[src/logic/lcd_cfg_params.svh]
// constants for the display driver command and configuration block
// assumes a byte-wide command stream already deframed from the serial control bus
`ifndef LCD_CFG_PARAMS_SVH
`define LCD_CFG_PARAMS_SVH

`define INV_CMD_VAL 6'h35
`define FILT_CMD_VAL 7'h69
`define BANK_CMD_VAL 6'h02
`define INV_BIT_POS 1
`define WBANK_BIT_POS 1
`define DBANK_BIT_POS 0
`define FILT_BIT_POS 0
`define MUX_DEFAULT 3'h0
`define BIAS_DEFAULT 2'h0
`define PTR_DEFAULT 6'h00
`define FILT_SHIFT 2
`define CMD_MSB 7
`define INV_CMD_LSB 2
`define INV_FIXED_POS 0
`define FILT_CMD_LSB 1
`define BANK_CMD_LSB 2
`define ON_DEFAULT 1'b1
`define OFF_DEFAULT 1'b0
`define BYTE_DEFAULT 8'h00

`endif

[src/logic/lcd_cfg_pkg.sv]
// types for the display driver configuration block
// assumes lcd_cfg_params.svh holds the numbers
package lcd_cfg_pkg;

typedef enum logic {
    line_inversion,
    frame_inversion
} inversion_scheme_t;

typedef struct packed {
    logic measurement_enable;
    logic compensation_enable;
    logic filter_switch_bit;
    logic pump_enable;
    logic display_enable;
    logic clock_output_enable;
    logic write_bank_select;
    logic display_bank_select;
    inversion_scheme_t inversion_scheme_bit;
    logic [2:0] mux_mode;
    logic [1:0] bias_mode;
    logic [5:0] data_pointer;
} config_t;

endpackage

[src/logic/temp_smoother.sv]
// temperature sample path: raw pass-through or first-order smoothing
// assumes sample_valid is a one-cycle strobe on mclk
`timescale 1ns/100ps
`include "lcd_cfg_params.svh"

module temp_smoother (
    input wire logic mclk,
    input wire logic rst_n,
    input wire logic filter_on,
    input wire logic sample_valid,
    input wire logic [7:0] sample,
    output logic [7:0] temperature_value
);
    logic [7:0] next_temperature_value;
    logic [8:0] diff;

    always_comb begin
        diff = {1'b0, sample} - {1'b0, temperature_value};
        next_temperature_value = temperature_value;
        if (sample_valid) begin
            if (!filter_on) begin
                next_temperature_value = sample;
            end else if (diff[8]) begin
                // moves a quarter of the gap; an integrator, not a true average
                next_temperature_value = temperature_value
                    - 8'((9'(temperature_value - sample) + 9'h3) >> `FILT_SHIFT);
            end else begin
                next_temperature_value = temperature_value + 8'((diff + 9'h3) >> `FILT_SHIFT);
            end
        end
    end

    always_ff @(posedge mclk) begin
        if (!rst_n) begin
            temperature_value <= `BYTE_DEFAULT;
        end else begin
            temperature_value <= next_temperature_value;
        end
    end
endmodule

[src/logic/lcd_cfg.sv]
// command decoder and configuration state of the segment display driver
// assumes deframed command bytes with a strobe, and a read strobe for temperature readout
`timescale 1ns/100ps
`include "lcd_cfg_params.svh"

module lcd_cfg (
    input wire logic mclk,
    input wire logic rst_n,
    input wire logic cmd_valid,
    input wire logic [7:0] cmd_byte,
    input wire logic read_req,
    input wire logic sample_valid,
    input wire logic [7:0] sample,
    input wire logic frame_clk,
    output logic [7:0] read_data,
    output logic read_valid,
    output lcd_cfg_pkg::config_t cfg,
    output logic drive_polarity,
    output logic outputs_grounded,
    output logic clk_pin_out,
    output logic clk_pin_oe,
    output logic [7:0] temperature_value
);
    // ----------------------------------------
    // frame clock synchroniser
    // ----------------------------------------
    logic frame_s1;
    logic frame_s2;
    logic frame_s3;
    always_ff @(posedge mclk) begin
        if (!rst_n) begin
            frame_s1 <= `OFF_DEFAULT;
            frame_s2 <= `OFF_DEFAULT;
            frame_s3 <= `OFF_DEFAULT;
        end else begin
            frame_s1 <= frame_clk;
            frame_s2 <= frame_s1;
            frame_s3 <= frame_s2;
        end
    end
    logic frame_edge;
    assign frame_edge = frame_s2 & ~frame_s3;

    // ----------------------------------------
    // temperature path
    // ----------------------------------------
    temp_smoother u_smooth (
        .mclk(mclk),
        .rst_n(rst_n),
        .filter_on(cfg.filter_switch_bit),
        .sample_valid(sample_valid & cfg.measurement_enable),
        .sample(sample),
        .temperature_value(temperature_value)
    );

    // ----------------------------------------
    // command decode
    // ----------------------------------------
    logic is_inv_cmd;
    logic is_filt_cmd;
    logic is_bank_cmd;
    // the three patterns never overlap, so the tests below need no priority between them
    assign is_inv_cmd = cmd_valid && cmd_byte[`CMD_MSB:`INV_CMD_LSB] == `INV_CMD_VAL
        && !cmd_byte[`INV_FIXED_POS];
    assign is_filt_cmd = cmd_valid && cmd_byte[`CMD_MSB:`FILT_CMD_LSB] == `FILT_CMD_VAL;
    assign is_bank_cmd = cmd_valid && cmd_byte[`CMD_MSB:`BANK_CMD_LSB] == `BANK_CMD_VAL;

    lcd_cfg_pkg::config_t next_cfg;
    always_comb begin
        next_cfg = cfg;
        if (is_inv_cmd) begin
            next_cfg.inversion_scheme_bit =
                lcd_cfg_pkg::inversion_scheme_t'(cmd_byte[`INV_BIT_POS]);
        end
        if (is_filt_cmd) begin
            next_cfg.filter_switch_bit = cmd_byte[`FILT_BIT_POS];
        end
        if (is_bank_cmd) begin
            next_cfg.write_bank_select = cmd_byte[`WBANK_BIT_POS];
            next_cfg.display_bank_select = cmd_byte[`DBANK_BIT_POS];
        end
        // any other byte leaves every field alone
    end

    // reset pin and power-on share rst_n; display memory lives elsewhere
    always_ff @(posedge mclk) begin
        if (!rst_n) begin
            cfg.measurement_enable <= `ON_DEFAULT;
            cfg.compensation_enable <= `ON_DEFAULT;
            cfg.filter_switch_bit <= `OFF_DEFAULT;
            cfg.pump_enable <= `OFF_DEFAULT;
            cfg.display_enable <= `OFF_DEFAULT;
            cfg.clock_output_enable <= `OFF_DEFAULT;
            cfg.write_bank_select <= `OFF_DEFAULT;
            cfg.display_bank_select <= `OFF_DEFAULT;
            cfg.inversion_scheme_bit <= lcd_cfg_pkg::line_inversion;
            cfg.mux_mode <= `MUX_DEFAULT;
            cfg.bias_mode <= `BIAS_DEFAULT;
            cfg.data_pointer <= `PTR_DEFAULT;
        end else begin
            cfg <= next_cfg;
        end
    end

    // ----------------------------------------
    // drive polarity and output state
    // ----------------------------------------
    logic next_drive_polarity;
    always_comb begin
        next_drive_polarity = drive_polarity;
        // frame mode flips once per frame so DC cancels over a pair
        if (frame_edge && cfg.inversion_scheme_bit == lcd_cfg_pkg::frame_inversion) begin
            next_drive_polarity = ~drive_polarity;
        end else if (cfg.inversion_scheme_bit == lcd_cfg_pkg::line_inversion) begin
            next_drive_polarity = `OFF_DEFAULT;
        end
    end
    always_ff @(posedge mclk) begin
        if (!rst_n) begin
            drive_polarity <= `OFF_DEFAULT;
            outputs_grounded <= `ON_DEFAULT;
        end else begin
            drive_polarity <= next_drive_polarity;
            outputs_grounded <= ~cfg.display_enable;
        end
    end

    // clock pin undriven while output is off
    assign clk_pin_out = 1'b0;
    assign clk_pin_oe = cfg.clock_output_enable;

    // ----------------------------------------
    // temperature readout
    // ----------------------------------------
    logic [7:0] next_read_data;
    logic next_read_valid;
    always_comb begin
        next_read_data = read_data;
        next_read_valid = read_req;
        if (read_req) begin
            next_read_data = temperature_value;
        end
    end
    always_ff @(posedge mclk) begin
        if (!rst_n) begin
            read_data <= `BYTE_DEFAULT;
            read_valid <= `OFF_DEFAULT;
        end else begin
            read_data <= next_read_data;
            read_valid <= next_read_valid;
        end
    end
endmodule

[config.mk]
export PLATFORM = sky130hd
export DESIGN_NAME = lcd_cfg
export DESIGN_NICKNAME = d
export VERILOG_FILES = /design/src/logic/lcd_cfg_pkg.sv /design/src/logic/temp_smoother.sv /design/src/logic/lcd_cfg.sv
export VERILOG_INCLUDE_DIRS = /design/src /design/src/logic
export SDC_FILE = /design/constraint.sdc
export NUM_CORES = 1
export LEC_CHECK = 0
export BUFFER_PORTS_ARGS = -buffer_cell sky130_fd_sc_hd__clkbuf_2
export CORE_ASPECT_RATIO = 1.25
export CORE_UTILIZATION = 30
export CTS_BUF_LIST = sky130_fd_sc_hd__clkbuf_8
export CTS_CLUSTER_SIZE = 30
export DETAILED_ROUTE_END_ITERATION = 8
export GPL_ROUTABILITY_DRIVEN = 0
export PLACE_DENSITY = 0.53
export SLEW_MARGIN = 10
export SYNTH_ARGS = -nofsm -noshare
export SYNTH_HDL_FRONTEND = slang
export SYNTH_HIERARCHICAL = 1
export SYNTH_SLANG_ARGS = --single-unit
[constraint.sdc]
create_clock -name mclk -period 5.9 [get_ports mclk]
set_input_delay 1.18 -clock mclk [delete_from_list [all_inputs] [get_ports mclk]]
set_output_delay 1.18 -clock mclk [all_outputs]
set_load 0.1 [all_outputs]
==> metrics.yaml, run 1 <==
outcome:
  status: "complete, but fails checks"
  violations: "DRC"
min_path:
  hold_path_class: "register to register"
finish:
  syn_to_final_growth_pct: 9.81
  fin_nets: 387
  final_cell_area_um2: 2800
  final_util_pct: 34.0
  drive_above_1_share_pct: 19.8
  diodes: 0
logic_synthesis:
  avgSynthCellArea_um2: 8.50
  async_flop_share_pct: 0
  synth_edf_count: 0
  yosys.area.top_type: "dfxtp_1"
  synth.top_cell.area_share_pct: 19.6
  syn_area_um2: 2550
  ys_ff_latch: 25
  synth.most_common_cell: "ha_1"
  ys.flop_type: "dfxtp_1"
  synthTopCellsByCount: "ha_1 (27), dfxtp_1 (25), xnor2_1 (24)"
  syn_inst: 300
  ys_seq_area_share_pct: 19.6
  synth_cell_types: 56
  synth_area_leaders: "dfxtp_1 (20%), ha_1 (13%), xnor2_1 (8.2%)"
  yosysWarnings: 6
routing:
  num_vias: 2018
  initialDrtViolationCount: 59
  post_drt_wl_per_cell_um: 12.2
  routed_wl_um: 5260
  drc_errors: 6
  antenna_left: 0
  drtPass1Iterations: 8
  avgViaCountPerCell: 4.68
power:
  total_leakage_power_nw: 1.32
  ir_drop_mv: 0.195
  power.density_nw_per_um2: 247
clock_tree:
  clk_pin_slew_worst_paths_ns: 0.09
  cts_hold_buf: 0
  cts.repair.resized: 0
  cts_setup_buffers: 0
  cts_tree: "done"
  h-tree-depth: 1
  cts_root_buffer: "clkbuf_8"
  worstSkewPairLatency_ns: 0.26
  cts_made_buffers: 3
  clkSinkCount: 25
  cts_buffer_depth: 2
critical_path:
  required_ns: 6.05
  slowest_stage: "fa_1"
  path_delay_family: "adder cells"
  end_kind: "register"
  cp-start-kind: "input pin"
  cp_cell_sequence: "clkbuf_2 > inv_1 > ha_1 > fa_1 > xor2_1 > a21o_1 > xnor2_1 > ha_1 > nand2b_1 > o31ai_1 > xnor2_1 > mux2_2 > ha_1 > o2111ai_1 > nand3_1 > o41ai_1 > xnor2_1 > nor4_1 > or3_1"
  worstPathMaxFanout: 5
  cpPeakStageDelay_ns: 0.39
  path_class: "input pin to register"
  r2r_slack_ns: 1.52
  worstPathArrival_ns: 5.15
  cp_num_buf_inv: 2
global_route:
  use_met3_pct: 0.790
  grt_start_max_net_pins: 28
  use_met2_pct: 23.7
  grtUsageMet1_pct: 15.0
  first_global_vias: 1941
  busiest_layer: "met2"
  grt-ovfl-total: 0
  grtUsageTotal_pct: 12.5
  antenna_found_initial: 0
  grt_pass1_wl_um: 9090
floorplan:
  die-area_um2: 8880
  rows: 37
  ios: 63
  start_util_pct: 31.0
  die_h_um: 105
  placeableCoreArea_um2: 8240
  fp.dieW_um: 84.5
sta:
  fin_ws_ns: 0.902
  slew_headroom_pct: 60.6
  hold_viol: 0
  fin_crit_sh_pct: 84.7
  fmax_mhz: 200
  report.final.slew_viol_count: 0
  setup_violations: 0
  tightest_slew_ns: 0.591
  rsz0062_at_grt: "false"
  fin_crit_ns: 5.00
  fin_worst_skew_ns: 0.00464
  setup_tns_ns: 0
place:
  dpl-instance-area_um2: 2760
  numPortBuffers: 43
  dp_hpwl_um: 4420
  dp_slack_ns: 0.615
job:
  max-cap-violations: 0
## report_power, final
group	switching (mW)	leakage [nW]	total (mW)	internal, mW
registers	0.00826	0.205	0.184	0.176
logic	0.265	1.09	0.410	0.145
clock network	0.0518	0.0269	0.0983	0.0465
total	0.325	1.32	0.692	0.367
## layout by cell type, fill, tap and decap left out, types with 2 or more instances in the layout
cell type / n
a21o_1: 5
a21oi_1: 13
a21oi_2: 3
a31oi_1: 2
and2_1: 6
clkbuf_2: 43
clkbuf_8: 3
conb_1: 19
dfxtp_1: 25
fa_1: 3
ha_1: 27
inv_1: 19
inv_2: 4
maj3_1: 3
mux2i_1: 18
nand2_1: 18
nand2b_1: 4
nand3_1: 7
nor2_1: 18
nor2b_1: 14
nor3_1: 5
nor3b_1: 2
nor4_1: 2
o2111ai_1: 2
o211a_1: 4
o211ai_1: 3
o21a_1: 3
o21ai_0: 7
o21ai_1: 2
o31ai_1: 2
xnor2_1: 24
xor2_1: 3
## per-layer routing
metal | up-vias | routed length [um]
met2 | 44 | 2750
met5 | - | 0
met4 | 0 | 35
met1 | 920 | 2320
met3 | 2 | 148
li1 | 1052 | -
## cell type report
cell class	instances	area, um^2
Clock inverter	1	3.75
Fill cell	875	5440
Multi-Input combinational cell	240	1840
Timing Repair Buffer	43	215
Clock buffer	3	41.3
Sequential cell	25	500
Inverter	22	82.6
Tap cell	97	121
## logic make-up (layout without fill, tap and decap cells)
family / count (synthesis) / count (layout) / synth area share, %
AND/OR/NAND/NOR: 86 / 86 / 18.3
multiplexers: 19 / 19 / 7.50
XOR/XNOR: 28 / 28 / 9.91
flip-flops: 25 / 25 / 19.6
buffers and inverters: 52 / 69 / 10.9
adder cells (fa/ha/maj): 33 / 33 / 16.8
other: 2 / 19 / 0.294
AO/OA/AOI/OAI: 55 / 55 / 16.7
## flip-flops by register name, summed over array words and instances (netlist names)
signal                      count
frame_s2                        1
frame_s3                        1
cfg                             4
read_data                       8
drive_polarity                  1
frame_s1                        1
read_valid                      1
u_smooth/temperature_value      8
## worst paths after layout
kind                                       from                       endpoint  cells after the start
setup / recovery                      sample[0]  u_smooth/temperature_value[7]                     19
hold / removal                         frame_s1                       frame_s2                      1
setup reg to reg  u_smooth/temperature_value[2]  u_smooth/temperature_value[7]                     17
hold reg to reg                        frame_s1                       frame_s2                      1
## metrics by stage
stage               hold slack (ns)  total power, mW  instances
finish                        0.443            0.692        431
global route                  0.468            0.743        431
CTS                           0.448            0.700        431
detailed placement            0.424            0.600        427
global placement              0.419            0.597        427
floorplan                     0.412            0.548        317
No activity file was read; power rests on OpenSTA's default activity.
==> inputs of run 2 (changes only) <==
- PLACE_DENSITY: 0.53 -> 0.55
- clock period: 5.9 -> 4.1 ns (I/O delays scaled with it)
==> metrics.yaml, run 2 (synthesized netlist as in run 1, its figures left out) <==
outcome:
  status: "complete, but fails checks"
  violations: "DRC"
finish:
  diodes: 0  # unchanged
  syn_to_final_growth_pct: 34.3
  multiInputGateArea_um2: 2030  # +11%
  drive_above_1_share_pct: 39.5  # +20 points
  ff_latch_area_um2: 504  # +0.75%
  mostFrequentLayoutCells: "buf_4 (55), clkbuf_2 (43), dfxtp_1 (22)"
  final_util_pct: 41.6  # +7.6 points
  largest_registers: "read_data x8, u_smooth/temperature_value x8, cfg x4"
  final_common_cell: "buf_4"
  fill_cells: 853  # -2.5%
  fin_nets: 443  # +14%
sta:
  setup_violations: 0  # unchanged
  rsz0062_at_grt: "true"
  slew_headroom_pct: 63.8  # +3.3 points
  fin_worst_skew_ns: 0.00370  # -0.000941 ns
  setup_tns_ns: 0  # unchanged
  hold_viol: 0  # unchanged
  fin_crit_sh_pct: 97.7
  fin_crit_ns: 4.01
  tightest_slew_ns: 0.545  # -0.0457 ns
  fmax_mhz: 250
  report.final.slew_viol_count: 0  # unchanged
global_route:
  grt_start_max_net_pins: 28  # unchanged
  antenna_found_initial: 0  # unchanged
  grt_pass1_wl_um: 9870  # +8.6%
  first_global_vias: 2235  # +15%
  grt-ovfl-total: 0  # unchanged
  grtUsageTotal_pct: 13.7  # +1.3 points
power:
  p_int_mw: 0.684  # +86%
  ir_drop_mv: 0.305  # +57%
  p_comb_share_pct: 66.7  # +7.5 points
  p_switching_mw: 0.551  # +70%
  power.density_nw_per_um2: 361  # +46%
  seq_power_share_pct: 21.5  # -5.1 points
  total_leakage_power_nw: 1.64  # +24%
  p_sw_share_pct: 44.6  # -2.3 points
  pwr-share-clk_pct: 11.8  # -2.4 points
critical_path:
  rr_worst_depth: 17  # unchanged
  endpoint: "u_smooth/temperature_value[7]"
  slowest_stage: "fa_2"
  required_ns: 4.26  # -1.79 ns
  r2r_slack_ns: 0.31  # -1.21 ns
  timing.rr.start: "u_smooth/temperature_value[2]"
  worstPathMaxFanout: 4  # -1
  cp-start-kind: "input pin"
  worstPathArrival_ns: 4.17  # -0.98 ns
  path_common_cell: "xnor2_1"
  r2r_end: "u_smooth/temperature_value[7]"
  end_kind: "register"
  path_class: "input pin to register"
  cpPeakStageDelay_ns: 0.35  # -0.04 ns
  crit_path_start: "sample[0]"
  cp_cell_sequence: "clkbuf_2 > inv_2 > ha_4 > fa_2 > xor2_1 > a21o_1 > xnor2_1 > ha_2 > nand2b_4 > o31ai_4 > xnor2_1 > mux2_4 > ha_4 > nand2_1 > nand3_2 > o41ai_2 > xnor2_1 > o211a_1 > or3_1"
floorplan:
  fp.dieW_um: 84.5  # unchanged
  die_h_um: 105  # unchanged
  rows: 37  # unchanged
  placeableCoreArea_um2: 8240  # unchanged
  die-area_um2: 8880  # unchanged
  start_util_pct: 31.0  # unchanged
  ios: 63  # unchanged
routing:
  routed_wl_um: 6100  # +16%
  post_drt_wl_per_cell_um: 12.5  # +2.7%
  drc_errors: 5  # -1
  avgViaCountPerCell: 4.68  # about the same
  drtPass1Iterations: 6  # -2
  initialDrtViolationCount: 71  # +20%
  antenna_left: 0  # unchanged
  num_vias: 2281  # +13%
clock_tree:
  h-tree-depth: 1  # unchanged
  cts_root_buffer: "clkbuf_8"
  cts_made_buffers: 3  # unchanged
  cts_hold_buf: 0  # unchanged
  clk_pin_slew_worst_paths_ns: 0.08  # about the same
  cts_buffer_depth: 2  # unchanged
  clkSinkCount: 25  # unchanged
  cts_tree: "done"
  worstSkewPairLatency_ns: 0.27  # about the same
min_path:
  hold_path_class: "register to register"
job:
  max-cap-violations: 0  # unchanged
place:
  dp_hpwl_um: 4860  # +9.9%
  numPortBuffers: 43  # unchanged
-- run 2: cell type report --
cell class / count / share of cell area [%]
Sequential cell: 25 / 14.7
Tap cell: 97 / 3.54
Clock inverter: 1 / 0.110
Inverter: 22 / 2.41
Multi-Input combinational cell: 240 / 59.3
Timing Repair Buffer: 99 / 18.7
Clock buffer: 3 / 1.21
-- run 2: how the worst min path moves through the flow --
stage	slack (ns)	cells past startpoint	to	start
final	0.45	1	frame_s2	frame_s1
after CTS	0.46	1	frame_s2	frame_s1
after global routing	0.48	1	frame_s3	frame_s2
after detailed placement	0.44	1	frame_s2	frame_s1
after global placement	0.41	1	frame_s2	frame_s1
after floorplan	0.41	1	frame_s2	frame_s1
-- run 2: layer usage --
metal  share of wire [%]  GRT usage (%)
met1                  43           15.8
met2                  54           27.1
met3                 2.5          0.474
met4                0.75           3.63
met5                   0              0
-- run 2: worst max-delay path: cells and delay by family --
family                   cells  cell delay [ns]
XOR/XNOR                     4             0.53
adder cells (fa/ha/maj)      4             0.95
AO/OA/AOI/OAI                4             0.75
AND/OR/NAND/NOR              4             0.70
buffers and inverters        2             0.14
multiplexers                 1             0.28
-- run 2: through the flow --
stage	power, mW	setup WS [ns]	hold WS, ns	instances	instance area [um^2]
after floorplan	0.801	-0.218	0.412	317	2640
after CTS	1.19	-0.125	0.459	484	3300
after global routing	1.31	-0.0403	0.480	487	3430
after detailed placement	0.995	-0.476	0.437	476	3150
final	1.24	0.0930	0.448	487	3430
after global placement	0.984	-0.376	0.415	476	3150
-- run 2: power groups by stage --
stage          clock (mW)  sequential, mW  combinational [mW]
2_1_floorplan           0           0.332               0.469
3_3_place_gp            0           0.271               0.713
3_5_place_dp            0           0.272               0.723
4_1_cts             0.153           0.266               0.769
5_1_grt             0.159           0.268               0.887
6_report            0.146           0.266               0.823
-- run 2: timing repair --
| action | 4_1_cts | 5_1_grt |
|---|---|---|
| endpoints found under the setup margin | 2 | 3 |
| buffers inserted | 4 | 3 |
| pin swaps | 14 | 18 |
| gates resized for setup | 15 | 23 |
==> inputs of run 3 (changes only) <==
- ABC_AREA: unset -> 1
==> metrics.yaml, run 3 <==
logic_synthesis:
  yosysWarnings: 6  # unchanged
  synth_area_leaders: "dfxtp_1 (19%), ha_1 (13%), nand2_1 (13%)"
  async_flop_share_pct: 0  # unchanged
  synth.most_common_cell: "nand2_1"
  ys_ff_latch: 25  # unchanged
  avgSynthCellArea_um2: 6.47  # -24%
  yosys.area.top_type: "dfxtp_1"
  ys.flop_type: "dfxtp_1"
  synth_cell_types: 37  # -34%
  synthTopCellsByCount: "nand2_1 (90), inv_1 (63), nor2_1 (40)"
  syn_inst: 402  # +34%
  synth.top_cell.area_share_pct: 19.2  # -0.39 points
  ys_seq_area_share_pct: 19.2  # -0.39 points
  syn_area_um2: 2600  # +2.0%
  synth_edf_count: 0  # unchanged
sta:
  hold_ws_ns: 0.418  # -0.0300 ns
  tightest_slew_ns: 0.548  # +0.00243 ns
  fmax_mhz: 260  # +4.2%
  fin_crit_sh_pct: 93.8  # -4.0 points
  fin_crit_ns: 3.84  # -0.163 ns
  setup_tns_ns: 0  # unchanged
  fin_worst_skew_ns: 0.00250  # -0.00119 ns
  report.final.slew_viol_count: 0  # unchanged
  setup_violations: 0  # unchanged
  hold_viol: 0  # unchanged
  slew_headroom_pct: 63.7  # -0.16 points
finish:
  multiInputGateArea_um2: 1740  # -15%
  fill_cells: 928  # +8.8%
  final_common_cell: "nand2_1"
  syn_to_final_growth_pct: 16.6
  largest_registers: "read_data x8, u_smooth/temperature_value x8, cfg x4"
  diodes: 0  # unchanged
  mostFrequentLayoutCells: "nand2_1 (90), inv_1 (64), clkbuf_2 (43)"
  fin_cells: 559  # +15%
  drive_above_1_share_pct: 22.3  # -17 points
  fin_nets: 515  # +16%
  ff_latch_area_um2: 500  # -0.74%
critical_path:
  slowest_stage: "fa_2"
  path_delay_family: "adder cells"
  cp-start-kind: "input pin"
  worstPathArrival_ns: 4.00  # -0.17 ns
  rr_worst_depth: 20  # +3
  path_class: "input pin to register"
  cp_cell_sequence: "clkbuf_2 > inv_1 > ha_2 > fa_2 > nand2_1 > inv_1 > nor2_4 > inv_2 > nand3_1 > nand2_1 > inv_1 > ha_1 > or2_2 > a31oi_1 > ha_1 > nand3_2 > nand3_2 > and2_1 > o21ai_1 > nand2_1 > xor2_1 > o21ai_0 > a21oi_1"
  cp.depth: 23  # +4
  end_kind: "register"
  cp_num_buf_inv: 5  # +3
  cpPeakStageDelay_ns: 0.51  # +0.16 ns
  required_ns: 4.26  # about the same
  worstPathMaxFanout: 4  # unchanged
global_route:
  grt_pass1_wl_um: 10200  # +3.0%
  first_global_vias: 2342  # +4.8%
  antenna_found_initial: 0  # unchanged
  grt-ovfl-total: 0  # unchanged
  grtUsageTotal_pct: 13.7  # -0.018 points
  grt_start_max_net_pins: 21  # -25%
floorplan:
  rows: 37  # unchanged
  placeableCoreArea_um2: 8330  # +1.1%
  fp.dieW_um: 85.3  # +0.98%
  die-area_um2: 9050  # +2.0%
  ios: 63  # unchanged
  die_h_um: 106  # +0.98%
  start_util_pct: 31.2  # +0.27 points
clock_tree:
  cts_made_buffers: 3  # unchanged
  clkSinkCount: 25  # unchanged
  cts_hold_buf: 0  # unchanged
  cts_root_buffer: "clkbuf_8"
  h-tree-depth: 1  # unchanged
  cts_buffer_depth: 2  # unchanged
  cts_tree: "done"
  clk_pin_slew_worst_paths_ns: 0.08  # about the same
  worstSkewPairLatency_ns: 0.27  # about the same
outcome:
  status: "finished, final reports clean"
routing:
  drc_errors: 0  # -5
  antenna_left: 0  # unchanged
  post_drt_wl_per_cell_um: 11.0  # -12%
  initialDrtViolationCount: 79  # +11%
  avgViaCountPerCell: 4.53  # -3.3%
  routed_wl_um: 6140  # +0.61%
  drtPass1Iterations: 4  # -2
  num_vias: 2531  # +11%
power:
  power.density_nw_per_um2: 340  # -5.6%
  total_leakage_power_nw: 1.66  # +0.99%
  power_mw: 1.03  # -16%
  ir_drop_mv: 0.209  # -31%
place:
  numPortBuffers: 43  # unchanged
  dp_hpwl_um: 5220  # +7.3%
  place_inst: 553  # +16%
min_path:
  hold_path_class: "register to register"
  holdPathStages: 2  # +1
job:
  max-cap-violations: 0  # unchanged
-- run 3: changes by cell type after synthesis, sizes merged, moves of 14 or more --
| cell | delta |
|---|---|
| inv | +47 |
| mux2i | -18 |
| nand2 | +80 |
| nand3 | +19 |
| nor2 | +29 |
| nor2b | -14 |
| xnor2 | -23 |
-- run 3: cell type report --
class                           count  area share, %
Clock inverter                      1          0.124
Sequential cell                    25           16.5
Timing Repair Buffer               64           12.3
Inverter                           69           8.54
Tap cell                           97           4.00
Clock buffer                        3           1.36
Multi-Input combinational cell    300           57.2
-- run 3: cell families after synthesis --
logic type | share of synthesized area [%]
compound gates | 12.8
xor+xnor | 1.68
fa+ha+maj | 15.3
buf+inv | 17.2
flops | 19.2
other cells | 0.289
simple gates | 33.5
-- run 3: tightest hold or removal path: cells and delay by family (launching register included) --
family	cells	cell delay (ns)
flops	1	0.31
simple gates	1	0.05
buf+inv	1	0.04
-- run 3: report_power, final --
| part | leakage [nW] | internal, mW | total (mW) | switching, mW |
|---|---|---|---|---|
| combinational | 1.43 | 0.208 | 0.622 | 0.414 |
| clock | 0.0269 | 0.0670 | 0.142 | 0.0751 |
| sequential | 0.206 | 0.255 | 0.268 | 0.0133 |
-- run 3: final timing paths --
kind,start,endpoint,slack [ns]
hold reg to reg,frame_s1,frame_s2,0.42
hold / removal,frame_s1,frame_s2,0.42
setup / recovery,sample[0],u_smooth/temperature_value[5],0.26
setup reg to reg,u_smooth/temperature_value[0],u_smooth/temperature_value[5],0.43
-- run 3: metrics by stage --
| step | area, um^2 | util, % | setup WS [ns] |
|---|---|---|---|
| after floorplan | 2670 | - | 0.0269 |
| after global placement | 2960 | 35.5 | 0.0381 |
| after detailed placement | 2960 | 35.5 | -0.0236 |
| after CTS | 3000 | 36.0 | 0.253 |
| after global routing | 3030 | 36.4 | -0.0143 |
| final | 3030 | 36.4 | 0.256 |
-- run 3: timing repair --
| action | in CTS | in global routing |
|---|---|---|
| resized for setup | 0 | 6 |
| buffers inserted | 0 | 2 |
| setup endpoints to repair | 0 | 2 |
-- run 3: routing by layer --
layer,track usage (%),routed length [um],vias up
met5,0,0,-
met4,3.57,80,0
met3,0.466,142,7
met2,27.5,3270,49
met1,15.6,2650,1118
li1,-,-,1357
